$ cat src/inc/lwc_pkg.sv
// Constants, frame layout and shared types of the low-power wake configuration block
// Contract
// RQ1: A cleared wake-enable bit keeps that channel from ending low-power state.
// RQ2: A set wake-enable bit lets that channel's change of state end low-power state.
// RQ3: Host may rewrite wake-enable registers any time in normal mode, always accepted.
// RQ4: After reset every implemented wake-enable bit reads one.
// RQ5: With every wake-enable bit cleared the polling timer stops in low-power state.
// RQ6: Comparator-only channels keep their comparator on with no polling current.
// RQ7: Comparator-only channels sample once per low-power clock and wake on change.
// RQ8: Comparator-only use suits inputs actively driven to 5.0 V, not switch contacts.
// RQ9: Responses carry fault in bit 23, interrupt flag in bit 22, data in 21..0.
// RQ10: Programmable channels on bits 7..0, ground-switch on 13..0, rest read zero.
// RQ11: A 4-bit polling-rate field sets the poll interval, reset value selects 64 ms.
package lwc_pkg;
	localparam int FRAME_BITS = 32;
	localparam int ADDR_BITS = 7;
	localparam int DATA_BITS = 24;
	localparam int REG_DATA_BITS = 22;
	localparam int PROG_CH = 8;
	localparam int GND_CH = 14;
	localparam int CHANNELS = PROG_CH + GND_CH;
	localparam int COUNT_BITS = 6;
	localparam int POLL_BITS = 23;
	localparam int FAULT_BIT = 23;
	localparam int INTFLAG_BIT = 22;
	// Register addresses as sent in frame bits 31..25
	localparam logic [ADDR_BITS-1:0] ADDR_POLL_CFG = 7'h0F;
	localparam logic [ADDR_BITS-1:0] ADDR_WAKE_PROG = 7'h10;
	localparam logic [ADDR_BITS-1:0] ADDR_WAKE_GND = 7'h11;
	localparam logic [ADDR_BITS-1:0] ADDR_COMP_PROG = 7'h12;
	localparam logic [ADDR_BITS-1:0] ADDR_COMP_GND = 7'h13;
	// Reset values
	localparam logic [PROG_CH-1:0] RST_WAKE_PROG = 8'hFF;
	localparam logic [GND_CH-1:0] RST_WAKE_GND = 14'h3FFF;
	localparam logic [PROG_CH-1:0] RST_COMP_PROG = 8'h00;
	localparam logic [GND_CH-1:0] RST_COMP_GND = 14'h0000;
	localparam logic [3:0] RST_POLL_RATE = 4'hF;
	// Timing
	localparam int CLK_FREQ_HZ = 25_000_000;
	localparam int MS_PER_S = 1000;
	localparam int MS_CYCLES = CLK_FREQ_HZ / MS_PER_S;
	localparam int LP_CLK_CYCLES = 250;
	typedef logic [7:0] lwc_ms_t;
	// Poll interval in ms, indexed by the polling-rate field
	localparam lwc_ms_t POLL_MS [16] = '{8'h03, 8'h06, 8'h0C, 8'h18, 8'h30, 8'h44, 8'h4C,
		8'h80, 8'h20, 8'h24, 8'h28, 8'h2C, 8'h34, 8'h38, 8'h3C, 8'h40};
	typedef struct packed {
		logic [ADDR_BITS-1:0] addr;
		logic write;
		logic [DATA_BITS-1:0] data;
	} lwc_cmd_s;
	typedef enum logic {
		MODE_NORMAL = 1'b0,
		MODE_LOWPOWER = 1'b1
	} lwc_mode_e;
endpackage : lwc_pkg

$ cat src/design/lwc_wake_config.sv
// Wake configuration registers and low-power wake logic behind the serial port
`timescale 1ns/1ps
module lwc_wake_config
	import lwc_pkg::*;
#(
	parameter int MS_CYCLES_P = MS_CYCLES,
	parameter int LP_CLK_P = LP_CLK_CYCLES
)
(
	input wire logic core_clk,
	input wire logic resetn,
	input wire logic sclkPin,
	input wire logic csPinN,
	input wire logic mosiPin,
	output logic miso,
	output logic misoOe,
	input wire logic faultStatus,
	input wire logic interruptFlag,
	input wire logic lowPowerReq,
	input wire logic [PROG_CH-1:0] progSwitchPin,
	input wire logic [GND_CH-1:0] gndSwitchPin,
	output lwc_mode_e lowPowerState,
	output logic wakeEvent,
	output logic pollTimerRun,
	output logic pollStrobe,
	output logic [CHANNELS-1:0] pollCurrentEn,
	output logic [CHANNELS-1:0] comparatorEn
);
	lwc_cmd_s cmd;
	logic cmdValid;
	logic [FRAME_BITS-1:0] respWord;
	logic [PROG_CH-1:0] wakeProg, next_wakeProg, compProg, next_compProg;
	logic [GND_CH-1:0] wakeGnd, next_wakeGnd, compGnd, next_compGnd;
	logic [3:0] pollRate, next_pollRate;
	logic [ADDR_BITS-1:0] prevAddr, next_prevAddr;
	logic prevWrite, next_prevWrite;
	logic [CHANNELS-1:0] chanMeta, chanSync, refState, next_refState;
	logic [CHANNELS-1:0] wakeAll, compAll, diff, next_pollCurrentEn, next_comparatorEn;
	logic [POLL_BITS-1:0] pollCount, next_pollCount, periodCycles;
	logic [15:0] lpCount, next_lpCount;
	lwc_mode_e next_state;
	logic anyWake, pollHit, lpTick, pollWake, compWake;
	logic next_wakeEvent, next_pollTimerRun, next_pollStrobe;
	logic isWrite;

	// Register read decode; unused upper bits come back zero
	function automatic logic [REG_DATA_BITS-1:0] lwc_read_data(
		input logic [ADDR_BITS-1:0] a
	);
		logic [REG_DATA_BITS-1:0] r;
		r = '0;
		case (a)
			ADDR_POLL_CFG: r = REG_DATA_BITS'(pollRate);
			ADDR_WAKE_PROG: r = REG_DATA_BITS'(wakeProg); // RQ10
			ADDR_WAKE_GND: r = REG_DATA_BITS'(wakeGnd); // RQ10
			ADDR_COMP_PROG: r = REG_DATA_BITS'(compProg);
			ADDR_COMP_GND: r = REG_DATA_BITS'(compGnd);
			default: r = '0;
		endcase
		return r;
	endfunction : lwc_read_data

	lwc_spi_frame u_frame (
		.core_clk(core_clk),
		.resetn(resetn),
		.sclkPin(sclkPin),
		.csPinN(csPinN),
		.mosiPin(mosiPin),
		.respWord(respWord),
		.cmd(cmd),
		.cmdValid(cmdValid),
		.miso(miso),
		.misoOe(misoOe)
	);

	// Response echoes the previous command's register with live status flags
	assign respWord = {prevAddr, prevWrite, faultStatus, interruptFlag,
		lwc_read_data(prevAddr)}; // RQ9
	assign isWrite = cmdValid && cmd.write;

	// Register writes are taken in any mode, including mid low-power request
	always_comb
	begin
		next_wakeProg = wakeProg;
		next_wakeGnd = wakeGnd;
		next_compProg = compProg;
		next_compGnd = compGnd;
		next_pollRate = pollRate;
		next_prevAddr = prevAddr;
		next_prevWrite = prevWrite;
		if (cmdValid)
		begin
			next_prevAddr = cmd.addr;
			next_prevWrite = cmd.write;
		end
		if (isWrite)
		begin
			case (cmd.addr)
				ADDR_POLL_CFG: next_pollRate = cmd.data[3:0]; // RQ11
				ADDR_WAKE_PROG: next_wakeProg = cmd.data[PROG_CH-1:0]; // RQ3
				ADDR_WAKE_GND: next_wakeGnd = cmd.data[GND_CH-1:0]; // RQ3
				ADDR_COMP_PROG: next_compProg = cmd.data[PROG_CH-1:0];
				ADDR_COMP_GND: next_compGnd = cmd.data[GND_CH-1:0];
				default: next_pollRate = pollRate;
			endcase
		end
	end

	// Configuration registers
	always_ff @(posedge core_clk or negedge resetn)
	begin
		if (!resetn)
		begin
			wakeProg <= RST_WAKE_PROG; // RQ4
			wakeGnd <= RST_WAKE_GND; // RQ4
			compProg <= RST_COMP_PROG;
			compGnd <= RST_COMP_GND;
			pollRate <= RST_POLL_RATE; // RQ11
			prevAddr <= '0;
			prevWrite <= 1'b0;
		end
		else
		begin
			wakeProg <= next_wakeProg;
			wakeGnd <= next_wakeGnd;
			compProg <= next_compProg;
			compGnd <= next_compGnd;
			pollRate <= next_pollRate;
			prevAddr <= next_prevAddr;
			prevWrite <= next_prevWrite;
		end
	end

	// Wake qualifiers
	assign wakeAll = {wakeGnd, wakeProg};
	assign compAll = {compGnd, compProg};
	assign diff = chanSync ^ refState;
	assign anyWake = |wakeAll;
	assign periodCycles = POLL_BITS'(POLL_MS[pollRate] * MS_CYCLES_P); // RQ11
	assign lpTick = lpCount == 16'(LP_CLK_P - 1);
	// Compare is >= so a shorter rate written mid-period cannot leave the timer running to wrap
	assign pollHit = lowPowerState == MODE_LOWPOWER && anyWake
		&& pollCount >= periodCycles - 23'h000001; // RQ5
	assign pollWake = pollHit && |(diff & wakeAll & ~compAll); // RQ1 RQ2
	assign compWake = lowPowerState == MODE_LOWPOWER && lpTick
		&& |(diff & wakeAll & compAll); // RQ7 RQ1

	// Low-power sequencing; reference states are taken on entry
	always_comb
	begin
		next_state = lowPowerState;
		next_refState = refState;
		next_pollCount = pollCount;
		next_lpCount = lpTick ? 16'h0000 : lpCount + 16'h0001;
		next_wakeEvent = 1'b0;
		next_pollStrobe = pollHit;
		case (lowPowerState)
			MODE_NORMAL:
			begin
				next_pollCount = '0;
				if (lowPowerReq)
				begin
					next_state = MODE_LOWPOWER;
					next_refState = chanSync;
				end
			end
			MODE_LOWPOWER:
			begin
				// Timer cleared to zero when nothing may wake, and restarted after each poll
				if (!anyWake || pollHit)
					next_pollCount = '0; // RQ5
				else
					next_pollCount = pollCount + 23'h000001;
				if (pollWake || compWake)
				begin
					next_state = MODE_NORMAL; // RQ2
					next_wakeEvent = 1'b1;
				end
				else if (!lowPowerReq)
					next_state = MODE_NORMAL;
			end
			default: next_state = MODE_NORMAL;
		endcase
		next_pollTimerRun = next_state == MODE_LOWPOWER && anyWake; // RQ5
		next_comparatorEn = next_state == MODE_LOWPOWER ? compAll : '0; // RQ6
		next_pollCurrentEn = pollHit ? ~compAll : '0; // RQ6
	end

	// Low-power state registers and pin synchroniser
	always_ff @(posedge core_clk or negedge resetn)
	begin
		if (!resetn)
		begin
			chanMeta <= '0;
			chanSync <= '0;
			lowPowerState <= MODE_NORMAL;
			refState <= '0;
			pollCount <= '0;
			lpCount <= '0;
			wakeEvent <= 1'b0;
			pollStrobe <= 1'b0;
			pollTimerRun <= 1'b0;
			comparatorEn <= '0;
			pollCurrentEn <= '0;
		end
		else
		begin
			chanMeta <= {gndSwitchPin, progSwitchPin};
			chanSync <= chanMeta;
			lowPowerState <= next_state;
			refState <= next_refState;
			pollCount <= next_pollCount;
			lpCount <= next_lpCount;
			wakeEvent <= next_wakeEvent;
			pollStrobe <= next_pollStrobe;
			pollTimerRun <= next_pollTimerRun;
			comparatorEn <= next_comparatorEn;
			pollCurrentEn <= next_pollCurrentEn;
		end
	end

	// Helper for interval check: cycles since the last poll strobe
	logic [POLL_BITS-1:0] gapCnt;
	logic gapValid;
	always_ff @(posedge core_clk or negedge resetn)
	begin
		if (!resetn)
		begin
			gapCnt <= '0;
			gapValid <= 1'b0;
		end
		else
		begin
			gapCnt <= pollStrobe ? '0 : gapCnt + 23'h000001;
			if (lowPowerState != MODE_LOWPOWER || !anyWake
				|| (isWrite && cmd.addr == ADDR_POLL_CFG))
				gapValid <= 1'b0;
			else if (pollStrobe)
				gapValid <= 1'b1;
		end
	end
endmodule : lwc_wake_config

$ cat src/design/lwc_spi_frame.sv
// Serial frame engine: oversampled pins, 32-bit command in, response word out
`timescale 1ns/1ps
module lwc_spi_frame
	import lwc_pkg::*;
(
	input wire logic core_clk,
	input wire logic resetn,
	input wire logic sclkPin,
	input wire logic csPinN,
	input wire logic mosiPin,
	input wire logic [FRAME_BITS-1:0] respWord,
	output lwc_cmd_s cmd,
	output logic cmdValid,
	output logic miso,
	output logic misoOe
);
	logic [2:0] sclkSync, next_sclkSync;
	logic [2:0] csSync, next_csSync;
	logic [1:0] mosiSync, next_mosiSync;
	logic [FRAME_BITS-1:0] shiftIn, next_shiftIn;
	logic [FRAME_BITS-1:0] shiftOut, next_shiftOut;
	logic [COUNT_BITS-1:0] count, next_count;
	lwc_cmd_s next_cmd;
	logic next_cmdValid, next_miso, next_misoOe;
	logic sclkRise, sclkFall, csFall, csRise;

	// Edges seen only after the second flop; SCLK must stay below core_clk/8
	assign sclkRise = sclkSync[1] && !sclkSync[2];
	assign sclkFall = !sclkSync[1] && sclkSync[2];
	assign csFall = !csSync[1] && csSync[2];
	assign csRise = csSync[1] && !csSync[2];

	// Capture on rising SCLK, shift out on falling, accept only whole frames
	always_comb
	begin
		next_sclkSync = {sclkSync[1:0], sclkPin};
		next_csSync = {csSync[1:0], csPinN};
		next_mosiSync = {mosiSync[0], mosiPin};
		next_shiftIn = shiftIn;
		next_shiftOut = shiftOut;
		next_count = count;
		next_cmd = cmd;
		next_cmdValid = 1'b0;
		next_miso = miso;
		next_misoOe = misoOe;
		if (csFall)
		begin
			next_shiftOut = respWord;
			next_miso = respWord[FRAME_BITS-1];
			next_misoOe = 1'b1;
			next_count = '0;
		end
		else if (!csSync[1])
		begin
			if (sclkRise)
			begin
				next_shiftIn = {shiftIn[FRAME_BITS-2:0], mosiSync[1]};
				if (count != '1)
					next_count = count + 6'h01; // Saturates so long frames stay invalid
			end
			if (sclkFall)
			begin
				next_shiftOut = {shiftOut[FRAME_BITS-2:0], 1'b0};
				next_miso = shiftOut[FRAME_BITS-2];
			end
		end
		if (csRise)
		begin
			next_misoOe = 1'b0;
			next_miso = 1'b0;
			if (count == COUNT_BITS'(FRAME_BITS))
			begin
				next_cmdValid = 1'b1;
				next_cmd = lwc_cmd_s'(shiftIn);
			end
		end
	end

	// State registers
	always_ff @(posedge core_clk or negedge resetn)
	begin
		if (!resetn)
		begin
			sclkSync <= 3'h0;
			csSync <= 3'h7;
			mosiSync <= 2'h0;
			shiftIn <= '0;
			shiftOut <= '0;
			count <= '0;
			cmd <= '0;
			cmdValid <= 1'b0;
			miso <= 1'b0;
			misoOe <= 1'b0;
		end
		else
		begin
			sclkSync <= next_sclkSync;
			csSync <= next_csSync;
			mosiSync <= next_mosiSync;
			shiftIn <= next_shiftIn;
			shiftOut <= next_shiftOut;
			count <= next_count;
			cmd <= next_cmd;
			cmdValid <= next_cmdValid;
			miso <= next_miso;
			misoOe <= next_misoOe;
		end
	end
endmodule : lwc_spi_frame

$ cat config.mk
export PLATFORM = sky130hd
export DESIGN_NAME = lwc_wake_config
export DESIGN_NICKNAME = d
export VERILOG_FILES = /design/src/inc/lwc_pkg.sv /design/src/design/lwc_wake_config.sv /design/src/design/lwc_spi_frame.sv
export SDC_FILE = /design/constraint.sdc
export NUM_CORES = 1
export LEC_CHECK = 0
export ABC_CLOCK_PERIOD_IN_PS = 7600
export BUFFER_PORTS_ARGS = -buffer_cell sky130_fd_sc_hd__buf_4
export CORE_ASPECT_RATIO = 1.5
export CORE_MARGIN = 8
export CORE_UTILIZATION = 39
export DETAILED_ROUTE_END_ITERATION = 10
export GPL_ROUTABILITY_DRIVEN = 0
export PLACE_DENSITY_LB_ADDON = 0.2
export SETUP_SLACK_MARGIN = 0.4
export SYNTH_ARGS = -nofsm -noshare
export SYNTH_HDL_FRONTEND = slang
export SYNTH_SLANG_ARGS = --single-unit
export TNS_END_PERCENT = 100
$ cat constraint.sdc
create_clock -name core_clk -period 7.6 [get_ports core_clk]
set_input_delay 0.76 -clock core_clk [delete_from_list [all_inputs] [get_ports core_clk]]
set_output_delay 0.76 -clock core_clk [all_outputs]
set_load 0.01 [all_outputs]
==> run_results.csv <==
group,metric,value,unit
worst_setup_path,path_buf_inv,4,
global_routing,grt_pass1_wl,57300,microns
pwr,p_sw,0.794,mW
timing,hold_ws,0.215,ns
timing,finalSetupViolCount,0,
pwr,p_sw_frac,0.226,
global_routing,track_usage,0.161,
route,vias_per_cell,5.23,
layout,nNetsFinal,1524,
synth,ys_seq_elements,311,
layout,antenna_cells,0,
layout,fillers,3509,
timing,fin_tns_setup,0,ns
floorplan,dieArea,0.0446,sq mm
synth,synthCells,1308,
pwr,clkPwrFrac,0.460,
pwr,power,3.51,mW
timing,fmax,146,MHz
route,avgRoutedWirePerCell,18.9,microns
layout,multi_input_area,0.00670,sq mm
place,numPortBuffers,79,
timing,period_needed,6.87,ns
cts,cts_tree,"yes",
flow_run,maxCapViolations,0,
pwr,intPower,2.72,mW
synth,synth_top_area_share,0.476,
timing,slew_headroom,0.211,
floorplan,die_x,175,microns
timing,slew_viol_final,0,
synth,synth_area_per_cell,11.3,sq um
worst_setup_path,critical_path.endpoint_type,"flip-flop",
cts,cts.sinks,311,
layout,drive_above_1_share,0.226,
place,dp_hpwl,26500,microns
pwr,peakVddDrop,152,uV
route,final_antenna_net_count,0,
synth,yosys.area.top_type,"dfrtp_1",
synth,ys.flop_type,"dfrtp_1",
floorplan,row_count,87,
layout,area_delta_synth_final,16.5,%
route,first_pass_iters,7,
synth,async_flop_share,1.00,
layout,register_area,0.00782,sq mm
synth,synth.distinct_cells,60,
worst_setup_path,slowest_delay,0.59,ns
global_routing,overflow,0,
worst_setup_path,critical_path.top_delay_family,"adder cells",
global_routing,grt_max_degree,129,
layout,stdcell_count,1912,
place,placedCellCount,1852,
pwr,power_per_cell_area,203,mW/mm^2
route,vias,10000,
synth,synth_area,0.0148,sq mm
synth,ys_warn_count,0,
route,route.detailed.drc,0,
worst_setup_path,critPathKind,"reg2reg",
cts,cts-root-buf,"clkbuf_16",
floorplan,ios,80,
worst_hold_path,hold_class,"in2async",
cts,hold_buffers,0,
worst_setup_path,critPathLaunchType,"flip-flop",
cts,cts.htree.levels,1,
timing,worst_pin_slew,1.17,ns
synth,ys_top_cells_by_area,"dfrtp_1 48%, mux2_2 8.4%, ha_1 7.1%",
floorplan,die_h,255,microns
pwr,pwr-share-seq,0.498,
pwr,power.static_leakage,8.17,nW
pwr,p_comb_frac,0.042,
cts,path_clk_slew,0.07,ns
timing,hold_viol,0,
worst_setup_path,cp_slowest_cell,"fa_1",
worst_setup_path,worstPathArrival,7.35,ns
synth,syn-num-nets,1434,
floorplan,core,0.0376,sq mm
timing,period_share,0.904,
worst_setup_path,cp.required,8.08,ns
cts,numCtsBuffers,31,
cts,clockBufferDepth,3,
outcome,status,"finished clean",
floorplan,initial_core_util,0.395,
synth,synth_edf_count,0,
cts,clk_latency,0.58,ns
global_routing,antenna_found_initial,0,
worst_setup_path,crit_fanout,13,
global_routing,grt_pass1_vias,10300,
synth,yosysSeqAreaShare,0.528,
route,wl,36100,microns
timing,rsz0062_at_grt,"false",
timing,finClkSkew,0.0254,ns
route,drtIter0Drc,706,
==> layout make-up <==
type / instances / share of cell area
repair buffers: 99 / 0.0447
repair inverters: 1 / 0.000507
clock inverters: 20 / 0.0139
flip-flops and latches: 311 / 0.453
inverters: 64 / 0.0147
clock buffers: 38 / 0.0494
well taps: 489 / 0.0354
multi-input cells: 890 / 0.388
==> routing by layer <==
metal  wire [microns]  global-route usage  vias up  share of wire
met5                0                   0        -              0
met4              979              0.0532        0          0.027
met1            14700               0.192     4984           0.41
met3             1070              0.0159       59          0.030
met2            19400               0.298      193           0.54
li1                 -                   -     4771              -
==> flip-flops by register name, summed over array words and instances, names as in the netlist, 8 cells and up <==
| register | flops |
|---|---|
| wakeProg | 8 |
| compProg | 8 |
| compGnd | 14 |
| comparatorEn | 22 |
| chanMeta | 22 |
| lpCount | 16 |
| wakeGnd | 14 |
| u_frame.cmd | 22 |
| u_frame.shiftIn | 32 |
| refState | 22 |
| pollCurrentEn | 22 |
| chanSync | 22 |
| u_frame.shiftOut | 31 |
| pollCount | 23 |
==> per-stage QoR <==
stage | util | cell area, sq um | worst slack (ns)
floorplan | - | 14800 | 0.822
global placement | 0.427 | 16000 | 0.171
detailed placement | 0.427 | 16000 | 0.0115
CTS | 0.456 | 17100 | 0.404
global route | 0.460 | 17300 | 0.406
finish | 0.460 | 17300 | 0.729
==> cell usage in the layout (no fill, tap or decap), drive strengths merged, types with 11 or more instances in the layout <==
master	instances
dfrtp	282
xor2	54
o21a	16
o21ai	26
nor2	81
nand3	61
a21oi	59
inv	67
a211oi	25
buf	99
nand4	20
xnor2	36
o22ai	20
mux2i	19
and3	12
mux2	110
ha	84
clkbuf	38
nor3	14
nand2	132
fa	12
nor4	11
dfstp	29
==> worst paths after layout <==
kind / to / cells past startpoint / slack, ns / start
min: u_frame.sclkSync[0] / 1 / 0.21 / resetn
max: comparatorEn[19] / 26 / 0.73 / pollRate[0]
max in group asynchronous: pollCount[8] / 2 / 5.91 / resetn
min in group core_clk: chanMeta[12] / 1 / 0.28 / gndSwitchPin[4]
min reg2reg: u_frame.sclkSync[1] / 0 / 0.35 / u_frame.sclkSync[0]
max reg2reg: comparatorEn[19] / 26 / 0.73 / pollRate[0]
==> power by group through the flow <==
stage               Sequential [mW]  Clock [mW]  Combinational [mW]
floorplan                      1.77           0              0.0802
global route                   1.75        1.72               0.169
CTS                            1.75        1.66               0.154
global placement               1.78           0               0.150
detailed placement             1.78           0               0.153
finish                         1.75        1.61               0.149
==> synthesized netlist by cell type (25+ instances only) <==
master	number
ha_1	84
dfstp_2	29
nand2_1	132
o21ai_0	26
inv_1	63
xor2_1	54
nand3_1	61
nor2_1	81
a211oi_1	25
clkbuf_1	35
xnor2_1	36
a21oi_1	58
dfrtp_1	282
mux2_2	110
==> what timing repair did <==
| action | in CTS | in global routing |
|---|---|---|
| pin swaps | 0 | 4 |
| buffers inserted | 0 | 1 |
| setup endpoints to repair | 25 | 71 |
| hold endpoints to repair | 0 | 0 |
| resized for setup | 2 | 23 |
| gates cloned | 0 | 1 |
==> cell families (layout without fill, tap and decap cells) <==
logic type      after synthesis  count (layout)  share of synthesized area
flops                       311             311                      0.528
xor+xnor                     91              91                     0.0547
simple gates                385             385                      0.125
fa+ha+maj                    96              96                     0.0872
mux                         129             129                     0.0964
compound gates              189             189                     0.0819
buf+inv                     107             222                     0.0271
Note: power is estimated with default switching activity, not from simulation.
